<file path="src/design/dcz_pkg.sv">
/*
 * dcz_pkg: register map, field positions, reset values and enums
 * shared by the converter control-register block and its helpers.
 * Assumes one 50 MHz clock and a word-level control port fed by an
 * external serial deserialiser on the same clock.
 */
package dcz_pkg;
    // ------------------------------------------------------------
    // control word layout
    // ------------------------------------------------------------
    localparam int      WORD_W       = 16;
    localparam int      DIR_BIT      = 15;
    localparam int      IDX_LSB      = 8;
    localparam int      IDX_W        = 7;
    localparam int      DATA_W       = 8;
    localparam logic    DIR_WRITE    = 1'b0;

    // ------------------------------------------------------------
    // register indices
    // ------------------------------------------------------------
    localparam logic [6:0] IDX_SILENCE_LO = 7'h07;
    localparam logic [6:0] IDX_IDLE_LO    = 7'h08;
    localparam logic [6:0] IDX_PHASE      = 7'h0a;
    localparam logic [6:0] IDX_READ_CTL   = 7'h0b;
    localparam logic [6:0] IDX_USER_OSR   = 7'h0c;
    localparam logic [6:0] IDX_SILENCE_HI = 7'h12;
    localparam logic [6:0] IDX_IDLE_HI    = 7'h13;

    // ------------------------------------------------------------
    // field positions
    // ------------------------------------------------------------
    localparam int      FLAG_INV_BIT  = 6;
    localparam int      PHASE_INV_BIT = 5;
    localparam int      AUTO_STEP_BIT = 7;
    localparam int      OSR_BIT       = 7;
    localparam int      USER_SEL_BIT  = 6;
    localparam int      USER_W        = 6;
    localparam int      LO_CH         = 6;
    localparam int      HI_CH         = 2;
    localparam int      NUM_CH        = 8;

    // ------------------------------------------------------------
    // reset values
    // ------------------------------------------------------------
    localparam logic [6:0] READ_LIMIT_RST = 7'h01;
    localparam logic [7:0] BYTE_RST       = 8'h00;

    // ------------------------------------------------------------
    // zero detection and attenuator
    // ------------------------------------------------------------
    localparam int         ZERO_RUN    = 1024;
    localparam int         SAMPLE_W    = 24;
    localparam int         ATT_W       = 8;
    localparam logic [7:0] ATT_MUTE    = 8'h00;

    typedef enum logic [1:0] {
        DCZ_OSR_32X  = 2'b00,
        DCZ_OSR_64X  = 2'b01,
        DCZ_OSR_128X = 2'b10
    } dcz_osr_t;

    typedef enum logic [0:0] {
        DCZ_RD_IDLE = 1'b0,
        DCZ_RD_SEQ  = 1'b1
    } dcz_rd_state_t;
endpackage : dcz_pkg

</file>
<file path="src/design/dcz_zero_det.sv">
/*
 * dcz_zero_det: zero-run detector for one channel.
 * Assumes frame_tick is a one-cycle pulse per frame sync period and
 * sample strobes come from logic on the same clock.
 */
`timescale 1ns/1ps
`default_nettype none
module dcz_zero_det
    import dcz_pkg::*;
#(
    parameter int RUN = ZERO_RUN
) (
    input  wire logic                clk,
    input  wire logic                nrst,
    input  wire logic                frame_tick,
    input  wire logic                smp_valid,
    input  wire logic [SAMPLE_W-1:0] smp_data,
    output logic                     zero_q
);
    localparam int CW = $clog2(RUN + 1);

    if (RUN < 2) begin : g_bad_run
        $error("zero run too short");
    end

    logic [CW-1:0] cnt_q;
    logic [CW-1:0] cnt_d;
    logic          zero_d;

    always_comb begin
        cnt_d  = cnt_q;
        zero_d = zero_q;
        if (smp_valid && (smp_data != '0)) begin
            cnt_d  = '0;
            zero_d = 1'b0;
        end else if (frame_tick && !zero_q) begin
            cnt_d  = cnt_q + CW'(1);
            zero_d = (cnt_d == CW'(RUN));
        end
    end

    always_ff @(posedge clk) begin
        if (!nrst) begin
            cnt_q  <= '0;
            zero_q <= 1'b0;
        end else begin
            cnt_q  <= cnt_d;
            zero_q <= zero_d;
        end
    end
endmodule : dcz_zero_det
`default_nettype wire

</file>
<file path="src/design/dcz_silence_step.sv">
/*
 * dcz_silence_step: soft-silence ramp of one channel attenuator.
 * Assumes step_tick is a one-cycle pulse per frame; each step is 0.5 dB.
 */
`timescale 1ns/1ps
`default_nettype none
module dcz_silence_step
    import dcz_pkg::*;
(
    input  wire logic             clk,
    input  wire logic             nrst,
    input  wire logic             step_tick,
    input  wire logic             silence,
    input  wire logic [ATT_W-1:0] level,
    output logic      [ATT_W-1:0] att_q
);
    logic [ATT_W-1:0] att_d;
    logic [ATT_W-1:0] goal;

    always_comb begin
        goal  = silence ? ATT_MUTE : level;
        att_d = att_q;
        if (step_tick && (att_q > goal)) begin
            att_d = att_q - ATT_W'(1);
        end else if (step_tick && (att_q < goal)) begin
            att_d = att_q + ATT_W'(1);
        end
    end

    // starts at 0 dB; a lower level is reached by the ramp
    always_ff @(posedge clk) begin
        if (!nrst) begin
            att_q <= '1;
        end else begin
            att_q <= att_d;
        end
    end
endmodule : dcz_silence_step
`default_nettype wire

</file>
<file path="src/design/dcz_ctrl.sv">
/*
 * dcz_ctrl: control registers, read sequencing and zero flags of an
 * eight-channel audio converter.
 * Assumes a serial deserialiser on clk delivers whole 16-bit control
 * words and takes read words back; frame sync arrives on a pin.
 */
// Behaviour
// - phase invert bit set inverts output phase; clear is normal.
// - flag invert 0 drives zero flags high on detect, 1 low.
// - word bit 15 selects write (0) or read (1).
// - auto step bit enables incrementing multi-register reads; reset 0.
// - single read returns register named by limit field, reset one.
// - auto step read ends at the register named by limit field.
// - user select 1 puts six user bits on shared flag pins.
// - user select 0 puts zero flags of channels 1-6 on pins.
// - high clock ratios: oversample bit gives 64x or 128x.
// - low clock ratios: oversample bit gives 32x or 64x.
// - silence bit ramps attenuator down 0.5 dB steps to mute.
// - clearing silence ramps back up to programmed level.
// - idle select 1 ties amplifier to common mode for ch7/8.
// - each channel detects zero independently.
// - zero detect after 1024 zero frame periods.
// - detected channel asserts own zero flag pin.
// - all-zero flag is AND of eight channel flags.
// - channels 1-6 silence and idle bits behave the same.
`timescale 1ns/1ps
`default_nettype none
module dcz_ctrl
    import dcz_pkg::*;
#(
    parameter int RUN = ZERO_RUN
) (
    input  wire logic                      clk,
    input  wire logic                      nrst,
    // control word port
    input  wire logic                      ctl_valid,
    input  wire logic [WORD_W-1:0]         ctl_word,
    input  wire logic                      rd_next,
    output logic                           rd_valid_q,
    output logic      [WORD_W-1:0]         rd_word_q,
    output logic                           rd_busy,
    // audio side
    input  wire logic                      frame_sync_clock,
    input  wire logic                      smp_valid,
    input  wire logic [2:0]                smp_ch,
    input  wire logic [SAMPLE_W-1:0]       smp_data,
    input  wire logic                      clk_ratio_low,
    input  wire logic [NUM_CH*ATT_W-1:0]   att_level,
    // converter controls
    output logic                           output_phase_invert,
    output dcz_osr_t                       osr_rate,
    output logic      [NUM_CH-1:0]         channel_idle_select,
    output logic      [NUM_CH*ATT_W-1:0]   att_out,
    // flag pins
    output logic      [USER_W-1:0]         zero_flag_pin,
    output logic      [1:0]                zero_flag_pin_hi,
    output logic                           all_zero_flag
);
    if (RUN < 2) begin : g_bad_run
        $error("zero run too short");
    end

    // ------------------------------------------------------------
    // register state
    // ------------------------------------------------------------
    logic [LO_CH-1:0]  silence_lo_q, silence_lo_d;
    logic [LO_CH-1:0]  idle_lo_q, idle_lo_d;
    logic [HI_CH-1:0]  silence_hi_q, silence_hi_d;
    logic [HI_CH-1:0]  idle_hi_q, idle_hi_d;
    logic              phase_inv_q, phase_inv_d;
    logic              flag_polarity_invert_q, flag_polarity_invert_d;
    logic              auto_step_q, auto_step_d;
    logic [IDX_W-1:0]  read_limit_q, read_limit_d;
    logic              osr_q, osr_d;
    logic              user_output_select_q, user_output_select_d;
    logic [USER_W-1:0] user_output_bit_q, user_output_bit_d;

    logic              wr_en;
    logic              rd_en;
    logic [IDX_W-1:0]  cmd_idx;
    logic [DATA_W-1:0] cmd_data;

    assign wr_en    = ctl_valid && (ctl_word[DIR_BIT] == DIR_WRITE);
    assign rd_en    = ctl_valid && (ctl_word[DIR_BIT] != DIR_WRITE);
    assign cmd_idx  = ctl_word[IDX_LSB +: IDX_W];
    assign cmd_data = ctl_word[DATA_W-1:0];

    always_comb begin
        silence_lo_d           = silence_lo_q;
        idle_lo_d              = idle_lo_q;
        silence_hi_d           = silence_hi_q;
        idle_hi_d              = idle_hi_q;
        phase_inv_d            = phase_inv_q;
        flag_polarity_invert_d = flag_polarity_invert_q;
        auto_step_d            = auto_step_q;
        read_limit_d           = read_limit_q;
        osr_d                  = osr_q;
        user_output_select_d   = user_output_select_q;
        user_output_bit_d      = user_output_bit_q;
        if (wr_en) begin
            unique case (cmd_idx)
                IDX_SILENCE_LO: silence_lo_d = cmd_data[LO_CH-1:0];
                IDX_IDLE_LO:    idle_lo_d    = cmd_data[LO_CH-1:0];
                IDX_PHASE: begin
                    phase_inv_d            = cmd_data[PHASE_INV_BIT];
                    flag_polarity_invert_d = cmd_data[FLAG_INV_BIT];
                end
                IDX_READ_CTL: begin
                    auto_step_d  = cmd_data[AUTO_STEP_BIT];
                    read_limit_d = cmd_data[IDX_W-1:0];
                end
                IDX_USER_OSR: begin
                    osr_d                = cmd_data[OSR_BIT];
                    user_output_select_d = cmd_data[USER_SEL_BIT];
                    user_output_bit_d    = cmd_data[USER_W-1:0];
                end
                IDX_SILENCE_HI: silence_hi_d = cmd_data[HI_CH-1:0];
                IDX_IDLE_HI:    idle_hi_d    = cmd_data[HI_CH-1:0];
                default: ;
            endcase
        end
    end

    always_ff @(posedge clk) begin
        if (!nrst) begin
            silence_lo_q           <= '0;
            idle_lo_q              <= '0;
            silence_hi_q           <= '0;
            idle_hi_q              <= '0;
            phase_inv_q            <= 1'b0;
            flag_polarity_invert_q <= 1'b0;
            auto_step_q            <= 1'b0;
            read_limit_q           <= READ_LIMIT_RST;
            osr_q                  <= 1'b0;
            user_output_select_q   <= 1'b0;
            user_output_bit_q      <= '0;
        end else begin
            silence_lo_q           <= silence_lo_d;
            idle_lo_q              <= idle_lo_d;
            silence_hi_q           <= silence_hi_d;
            idle_hi_q              <= idle_hi_d;
            phase_inv_q            <= phase_inv_d;
            flag_polarity_invert_q <= flag_polarity_invert_d;
            auto_step_q            <= auto_step_d;
            read_limit_q           <= read_limit_d;
            osr_q                  <= osr_d;
            user_output_select_q   <= user_output_select_d;
            user_output_bit_q      <= user_output_bit_d;
        end
    end

    // ------------------------------------------------------------
    // read-back
    // ------------------------------------------------------------
    // reads see the stored value; unmapped and reserved bits are zero
    function automatic logic [DATA_W-1:0] reg_byte(input logic [IDX_W-1:0] idx);
        logic [DATA_W-1:0] v;
        v = BYTE_RST;
        unique case (idx)
            IDX_SILENCE_LO: v[LO_CH-1:0] = silence_lo_q;
            IDX_IDLE_LO:    v[LO_CH-1:0] = idle_lo_q;
            IDX_PHASE: begin
                v[PHASE_INV_BIT] = phase_inv_q;
                v[FLAG_INV_BIT]  = flag_polarity_invert_q;
            end
            IDX_READ_CTL: begin
                v[AUTO_STEP_BIT] = auto_step_q;
                v[IDX_W-1:0]     = read_limit_q;
            end
            IDX_USER_OSR: begin
                v[OSR_BIT]      = osr_q;
                v[USER_SEL_BIT] = user_output_select_q;
                v[USER_W-1:0]   = user_output_bit_q;
            end
            IDX_SILENCE_HI: v[HI_CH-1:0] = silence_hi_q;
            IDX_IDLE_HI:    v[HI_CH-1:0] = idle_hi_q;
            default: ;
        endcase
        return v;
    endfunction : reg_byte

    dcz_rd_state_t    rd_st_q, rd_st_d;
    logic [IDX_W-1:0] rd_ptr_q, rd_ptr_d;
    logic             rd_valid_d;
    logic [WORD_W-1:0] rd_word_d;

    assign rd_busy = (rd_st_q == DCZ_RD_SEQ) || rd_valid_q;

    always_comb begin
        rd_st_d    = rd_st_q;
        rd_ptr_d   = rd_ptr_q;
        rd_valid_d = 1'b0;
        rd_word_d  = rd_word_q;
        unique case (rd_st_q)
            DCZ_RD_IDLE: begin
                if (rd_en) begin
                    rd_valid_d = 1'b1;
                    if (auto_step_q && (cmd_idx < read_limit_q)) begin
                        // auto step starts at command index
                        rd_word_d = {1'b0, cmd_idx, reg_byte(cmd_idx)};
                        rd_ptr_d  = cmd_idx + IDX_W'(1);
                        rd_st_d   = DCZ_RD_SEQ;
                    end else if (auto_step_q) begin
                        rd_word_d = {1'b0, cmd_idx, reg_byte(cmd_idx)};
                    end else begin
                        rd_word_d = {1'b0, read_limit_q, reg_byte(read_limit_q)};
                    end
                end
            end
            DCZ_RD_SEQ: begin
                if (rd_next) begin
                    rd_valid_d = 1'b1;
                    rd_word_d  = {1'b0, rd_ptr_q, reg_byte(rd_ptr_q)};
                    rd_ptr_d   = rd_ptr_q + IDX_W'(1);
                    if (rd_ptr_q >= read_limit_q) begin
                        rd_st_d = DCZ_RD_IDLE;
                    end
                end
            end
        endcase
    end

    always_ff @(posedge clk) begin
        if (!nrst) begin
            rd_st_q    <= DCZ_RD_IDLE;
            rd_ptr_q   <= '0;
            rd_valid_q <= 1'b0;
            rd_word_q  <= '0;
        end else begin
            rd_st_q    <= rd_st_d;
            rd_ptr_q   <= rd_ptr_d;
            rd_valid_q <= rd_valid_d;
            rd_word_q  <= rd_word_d;
        end
    end

    // ------------------------------------------------------------
    // frame sync: two-stage sync and rising edge
    // ------------------------------------------------------------
    logic fs_meta_q, fs_sync_q, fs_prev_q;
    logic frame_tick;

    always_ff @(posedge clk) begin
        if (!nrst) begin
            fs_meta_q <= 1'b0;
            fs_sync_q <= 1'b0;
            fs_prev_q <= 1'b0;
        end else begin
            fs_meta_q <= frame_sync_clock;
            fs_sync_q <= fs_meta_q;
            fs_prev_q <= fs_sync_q;
        end
    end

    assign frame_tick = fs_sync_q && !fs_prev_q;

    // ------------------------------------------------------------
    // per-channel zero detect and soft silence
    // ------------------------------------------------------------
    logic [NUM_CH-1:0] zero_det;
    logic [NUM_CH-1:0] silence_all;

    assign silence_all = {silence_hi_q, silence_lo_q};

    for (genvar ch = 0; ch < NUM_CH; ch++) begin : g_ch
        dcz_zero_det #(
            .RUN(RUN)
        ) u_zero (
            .clk       (clk),
            .nrst      (nrst),
            .frame_tick(frame_tick),
            .smp_valid (smp_valid && (smp_ch == 3'(ch))),
            .smp_data  (smp_data),
            .zero_q    (zero_det[ch])
        );

        dcz_silence_step u_silence (
            .clk      (clk),
            .nrst     (nrst),
            .step_tick(frame_tick),
            .silence  (silence_all[ch]),
            .level    (att_level[ch*ATT_W +: ATT_W]),
            .att_q    (att_out[ch*ATT_W +: ATT_W])
        );
    end

    // ------------------------------------------------------------
    // converter controls and flag pins
    // ------------------------------------------------------------
    // phase control output
    assign output_phase_invert = phase_inv_q;

    assign channel_idle_select = {idle_hi_q, idle_lo_q};

    always_comb begin
        if (clk_ratio_low) begin
            osr_rate = osr_q ? DCZ_OSR_64X : DCZ_OSR_32X;
        end else begin
            osr_rate = osr_q ? DCZ_OSR_128X : DCZ_OSR_64X;
        end
    end

    // pins pass through flops so a flag never glitches mid-update
    logic [USER_W-1:0] pin_lo_q, pin_lo_d;
    logic [1:0]        pin_hi_q, pin_hi_d;
    logic              pin_all_q, pin_all_d;

    always_comb begin
        pin_hi_d = zero_det[NUM_CH-1:LO_CH] ^ {HI_CH{flag_polarity_invert_q}};
        pin_all_d = (&zero_det) ^ flag_polarity_invert_q;
        if (user_output_select_q) begin
            pin_lo_d = user_output_bit_q;
        end else begin
            pin_lo_d = zero_det[USER_W-1:0] ^ {USER_W{flag_polarity_invert_q}};
        end
    end

    always_ff @(posedge clk) begin
        if (!nrst) begin
            pin_lo_q  <= '0;
            pin_hi_q  <= '0;
            pin_all_q <= 1'b0;
        end else begin
            pin_lo_q  <= pin_lo_d;
            pin_hi_q  <= pin_hi_d;
            pin_all_q <= pin_all_d;
        end
    end

    assign zero_flag_pin    = pin_lo_q;
    assign zero_flag_pin_hi = pin_hi_q;
    assign all_zero_flag    = pin_all_q;
endmodule : dcz_ctrl
`default_nettype wire

</file>
<file path="config.mk">
export PLATFORM = sky130hd
export DESIGN_NAME = dcz_ctrl
export DESIGN_NICKNAME = d
export VERILOG_FILES = /design/src/design/dcz_pkg.sv /design/src/design/dcz_zero_det.sv /design/src/design/dcz_silence_step.sv /design/src/design/dcz_ctrl.sv
export SDC_FILE = /design/constraint.sdc
export NUM_CORES = 1
export LEC_CHECK = 0
export ABC_AREA = 1
export BUFFER_PORTS_ARGS = -buffer_cell sky130_fd_sc_hd__buf_2
export CORE_MARGIN = 3
export CORE_UTILIZATION = 50
export CTS_CLUSTER_SIZE = 28
export DETAILED_ROUTE_END_ITERATION = 8
export PLACE_DENSITY = 0.74
export SLEW_MARGIN = 5
export SYNTH_ARGS = -nofsm -noshare
export SYNTH_HDL_FRONTEND = slang
export SYNTH_SLANG_ARGS = --single-unit
</file>
<file path="constraint.sdc">
create_clock -name clk -period 2.7 [get_ports clk]
set_input_delay 0.27 -clock clk [delete_from_list [all_inputs] [get_ports clk]]
set_output_delay 0.27 -clock clk [all_outputs]
set_load 0.03 [all_outputs]
</file>
Yosys cells after proc, flatten, opt, wreduce, memory -nomap -nowiden --
Cells that the tools add are included.
Word-level totals: flip-flop bits (word level) 231, input port bits 114, output and inout port bits 102, logic and storage cells 277
Operators by class: add/sub/neg operators 26, $lt $le $gt $ge 18, equal/unequal tests 39, multiplexer cells 61, bitwise gates (word level) 6, reduce and logical (&&, ||, !) cells 82
Operators by type and width (count):
- two-way mux 8 bit | 24
- adder 11 x 1 -> 11 bit, second input constant | 8
- equality test 11 bit, second input constant | 8
- equality test 7 x 4 -> 1 bit, second input constant | 12
- adder 8 x 1 -> 8 bit, second input constant | 8
- > comparator 8 bit | 8
- < comparator 8 bit | 8
- subtractor 8 x 1 -> 8 bit, second input constant | 8
- logical AND 1 bit | 44
- equality test 7 x 5 -> 1 bit, second input constant | 6
- one-hot mux 2 bit (6 select lines) | 3
- one-hot mux 3 bit (4 select lines) | 3
- two-way mux 16 bit | 2
- one-hot mux 16 bit (2 select lines) | 1
- two-way mux 15 bit | 2
- nonzero test 24 bit | 1
- equality test 7 x 3 -> 1 bit, second input constant | 3
- two-way mux 7 bit | 3
- AND reduction 2 bit | 8
- nonzero test 2 bit | 8
- OR reduction 2 bit | 8
- one-hot mux 1 bit (5 select lines) | 3
- adder 7 x 1 -> 7 bit, second input constant | 2
- one-hot mux 7 bit (2 select lines) | 1
- 20 further kinds | 50

Logic depth before layout (Yosys ltp) --
depth in word-level cells 6, mapped depth 22, gate-level depth less buffers 22

Hierarchy --
From an unflattened synthesis, not the netlist that was laid out.
Second synthesis, totals: cell total of the unflattened synthesis 2788, area, all modules 17782.1 µm²
By module, submodules not included:
- dcz_zero_det (g_ch[0].u_zero ...) | times used 7, cells an instance 137, area each 809.5 µm², sequential area each 240.2 µm²
- dcz_ctrl | times used 1, cells an instance 692, area each 4501.8 µm², sequential area each 1401.3 µm²
- dcz_silence_step (g_ch[3].u_silence ...) | times used 5, cells an instance 127, area each 850.8 µm², sequential area each 160.2 µm²
- dcz_silence_step (g_ch[0].u_silence ...) | times used 2, cells an instance 125, area each 860.8 µm², sequential area each 160.2 µm²
- dcz_silence_step (g_ch[2].u_silence) | times used 1, cells an instance 124, area each 854.6 µm², sequential area each 160.2 µm²
- dcz_zero_det (g_ch[7].u_zero) | times used 1, cells an instance 128, area each 783.3 µm², sequential area each 240.2 µm²

Least setup slack after synthesis --
OpenSTA, ideal clock, no wires.
kind flip-flop to flip-flop, start point register g_ch[5].u_silence.att_q[0], end point register g_ch[5].u_silence.att_q[7], library setup time 0.130 ns, data arrival time 2.614 ns, data required time 2.570 ns, slack -0.043 ns, cell stages (with the launch flop) 16, buffers on the path 0, clock period less this slack 2.743 ns, path through dfxtp_1 -> inv_1 -> ha_1 -> inv_1 -> a21oi_1 -> o21ai_0 -> nand2_1 -> a21oi_1 -> ha_1 -> a21oi_1 -> nand2_1 -> nand2_1 -> nand3_1 -> nand3b_1 -> nand4_1 -> nand3_1
On the way: cells in the longest elaborated chain, start to end 3, elaborated cells on any way between the ends 9, those cells by class add/sub: 2; order compare: 2; mux: 2; reduce/logical: 3
Ends and longest elaborated chain:
- start: declaration | line dcz_silence_step.sv:15 | output logic [ATT_W-1:0] att_q
- start signal: assignment | line dcz_silence_step.sv:35 | att_q <= att_d;
- adder 8 x 1 -> 8 bit (tied with other cells) | line dcz_silence_step.sv:26 | att_d = att_q + ATT_W'(1);
- two-way mux 8 bit (tied with other cells) | line dcz_silence_step.sv:25 | end else if (step_tick && (att_q < goal)) begin
- two-way mux 8 bit / nonzero test 2 bit (equally long branches)
Several ways; a longest one is shown, not always the timed one. The select of a mux whose other input is x is not followed. A chain may end at the register's enable or synchronous reset.

Final worst setup path --
start point register silence_lo_q[2], end point register g_ch[2].u_silence.att_q[7]
On the way: cells in the longest elaborated chain, start to end 4, elaborated cells on any way between the ends 7, those cells by class order compare: 2; mux: 2; reduce/logical: 3
Ends and longest elaborated chain:
- start: declaration | line dcz_ctrl.sv:66 | logic [LO_CH-1:0] silence_lo_q, silence_lo_d;
- start signal: assignment | line dcz_ctrl.sv:138 | silence_lo_q <= silence_lo_d;
- two-way mux 8 bit (*) | line dcz_silence_step.sv:21 | goal = silence ? ATT_MUTE : level;
- > comparator 8 bit / < comparator 8 bit (equally long branches) | line dcz_silence_step.sv:23, dcz_silence_step.sv:25
- logical AND 1 bit (on tied branches) | line dcz_silence_step.sv:23, dcz_silence_step.sv:25
- two-way mux 8 bit / nonzero test 2 bit (equally long branches)
- end signal: assignment | line dcz_silence_step.sv:35
- end: declaration | line dcz_silence_step.sv:15
Mark *: on every way between the ends. The rest lies on a longest branch, timed or not.

==> results.md <==
* Top FF cell, synth: dfxtp_1
* PD cells at 494.0 mW/mm²
* Period utilisation layout at 1.023
* Total core area at between 0.03 and 0.04 mm²
* # setup viols final at 3
* Die Wd at around 180 µm
* Crit path capture type: flip-flop
* Total Power at around 10 mW
* Rel. slew slack at 0.4716
* Detailed Place HPWL at around 36 mm
* Worst-path clk slew at 70 ps
* Clk_lat worst skew at roughly 560 ps
* First-pass GRT wire length at 75.42 mm
* Initial Util at 0.5127
* Row count at 64
* Max cap viols at 0
* Vias in the first global route at approximately 16000
* ANT cells at 0
* CTS root buf: clkbuf_16
* Share of cells above drive strength 1 at 0.2240
* Status: finished, violations left
* F_max at 362.1 MHz
* Flops & latches, synth at 230
* Final Critical Period at 2761 ps
* Slew Viols, Final at 0
* Clock skew at approximately 16 ps
* Die Span Y at roughly 180 µm
* Final Cell Area at between 0.02 and 0.025 mm²
* DR WL/cell at approximately 16 µm
* Worst setup margin at -61.36 ps
* Filler instances at 2620
* Hold Crit Class: input pin to flip-flop
* Number of synthesized flops with an enable pin at 0
* PortBufs at roughly 210
* CTS tree: yes
* Detailed Route WL at ~50 mm
* CTS H-tree lvls at 1
* Num CTS Buffers at 28
* Failing checks: negative setup slack
* Hold Path Origin: ctl_word[6]
* R2R Path Start: silence_lo_q[2]
* Startpoint Class: flip-flop
* Yosys Warn Count at 0
* Post-Syn Area at between 0.015 and 0.02 mm²
* Final hold slack at ~47 ps
* Tightest Pin Transition at between 700 and 800 ps
* Via/cell ratio at 5.555
* GPL Wtd Cong at around 0.96
* Final hold vios at 0
* Total grt overflow at 0
* Asr flop ratio synth at 0
* Leakage power at about 9.2 nW
* Synth-to-Final Area Change at 28.13%
* Class of the most critical setup path: flip-flop to flip-flop
* Crit path from: silence_lo_q[2]
* Die area at between 0.03 and 0.04 mm²
* Net Count, Synth at between 2000 and 3000
* Vias at between 15000 and 20000
* DP Area at 0.01792 mm²
* CTS max path bufs at 3
* RSZ-0062 raised after global routing: true
* Synth cell types at 43
* Cells after synthesis at approximately 2400
* Post-route ant nets at 0
* # IOs at 216
* Syn_area_per_cell at 6.583 µm²
* Crit path DAT at 3180 ps
* Residual DRC at 0
* 1st-pass router iterations at 6
* CP max FO at 8
* Initial antenna violation count at 1
* Drt initial violations at between 1000 and 1500
* Seq/Total Area, Yosys at 0.2906
* Most frequent cells in the layout: 626 x nand2_1, 230 x inv_1, 224 x dfxtp_1
* Sink Count at 230
* Worst slack at placement at -73.59 ps
* Most common cell after layout, fill and taps aside: nand2_1
* Worst Path Required at between 3000 and 4000 ps
* Largest net degree at the start of global routing at 86
* VDD IR max at between 0.0005 and 0.0006 V
* GR Util All Layers at 0.2655
* Final nets at 2981
==> registers in the layout (all words and copies together), names as in the netlist, 2 cells and up <==
| register | cells |
|---|---|
| g_ch.u_silence.att_q | 64 |
| g_ch.u_zero.cnt_q | 88 |
| g_ch.u_zero.zero_q | 8 |
| idle_hi_q | 2 |
| idle_lo_q | 6 |
| rd_ptr_q | 7 |
| rd_word_q | 15 |
| read_limit_q | 7 |
| silence_hi_q | 2 |
| silence_lo_q | 6 |
| user_output_bit_q | 6 |
| zero_flag_pin | 6 |
| zero_flag_pin_hi | 2 |
==> metrics by stage <==
| step | cells | setup TNS, ps | util |
|---|---|---|---|
| 6_report | 3141 | -144.0 | 0.6569 |
| 5_1_grt | 3141 | -1797 | 0.6569 |
| 4_1_cts | 3114 | 0 | 0.6127 |
| 3_5_place_dp | 3062 | -757.7 | 0.5799 |
| 3_3_place_gp | 3062 | 0 | 0.5799 |
| 2_1_floorplan | 2407 | 0 | - |
==> cells in the mapped netlist, types with 6 or more instances <==
cell	number	area, µm²
a21o_1	8	60.06
a21oi_1	185	925.9
a31oi_1	15	93.84
buf_2	9	45.04
clkbuf_1	40	150.1
clkinv_1	6	22.52
dfxtp_1	230	4604
fa_1	8	160.2
ha_1	135	1689
inv_1	245	919.6
inv_2	8	30.03
nand2_1	673	2526
nand3_1	202	1011
nand3b_1	9	67.56
nand4_1	40	250.2
nor2_1	231	867.1
nor3_1	25	125.1
nor3b_1	6	45.04
o211ai_1	29	217.7
o21a_1	18	135.1
o21ai_0	152	760.7
o21bai_1	9	67.56
or2_2	15	93.84
xnor2_1	31	271.5
xor2_1	40	350.3
==> power breakdown <==
part / leakage (nW) / switching (mW) / internal, mW
clock: 0.470 / 1.55 / 2.36
combinational: 6.89 / 1.45 / 1.03
sequential: 1.87 / 0.124 / 3.50
total: 9.23 / 3.13 / 6.90
==> what timing repair did <==
| action | in CTS | in global routing |
|---|---|---|
| endpoints found under the setup margin | 20 | 41 |
| resized for setup | 17 | 231 |
| pin swaps | 0 | 76 |
| hold buffers | 1 | 0 |
| hold endpoints to repair | 1 | 0 |
| buffers inserted | 0 | 27 |
==> worst paths after layout <==
kind	end	cells past startpoint	slack [ps]
worst max-delay path	g_ch[2].u_silence.att_q[7]	19	-60
worst min register to register	fs_sync_q	2	420
worst max register to register	g_ch[2].u_silence.att_q[7]	19	-60
worst min-delay path	read_limit_q[6]	3	50
==> cells by family after synthesis <==
kind of cell	Yosys count	synth area share
flip-flops	230	0.2906
other	1	0.0002366
AND/OR/NAND/NOR	1223	0.3283
XOR/XNOR	71	0.03924
adder cells (fa/ha/maj)	143	0.1167
buffers and inverters	315	0.07817
AO/OA/AOI/OAI	424	0.1468
==> routing by layer <==
| metal | share of wire | global-route usage |
|---|---|---|
| met2 | 0.47 | 0.4464 |
| met1 | 0.42 | 0.3492 |
| met5 | 0.00026 | 0 |
| met3 | 0.073 | 0.03601 |
| met4 | 0.041 | 0.09646 |
==> worst max-delay path, stage by stage, from the launching register on <==
cell and delay [ps]:
dfxtp_2 340, inv_4 90, nand2_1 60, ha_1 320, nand2_1 100, nor2_2 180, nand2_1 150, nand2_2 130
nand2_4 80, inv_8 100, ha_4 200, a21o_1 170, nand2_1 70, nand2_1 70, a21oi_2 130, inv_1 50
nand2_1 70, nand3_1 90, nand2_1 110, nand3_1 100
==> area by class of cell <==
type | count | area, µm² | share of cell area
clock buffers | 39 | 803.3 | 0.03956
flip-flops and latches | 230 | 4614 | 0.2273
inverters | 259 | 1040 | 0.05121
repair buffers | 343 | 2068 | 0.1019
clock inverters | 12 | 151.4 | 0.007456
well taps | 396 | 495.5 | 0.02440
multi-input cells | 1862 | 11130 | 0.5482
(Power assumes the default switching activity.)
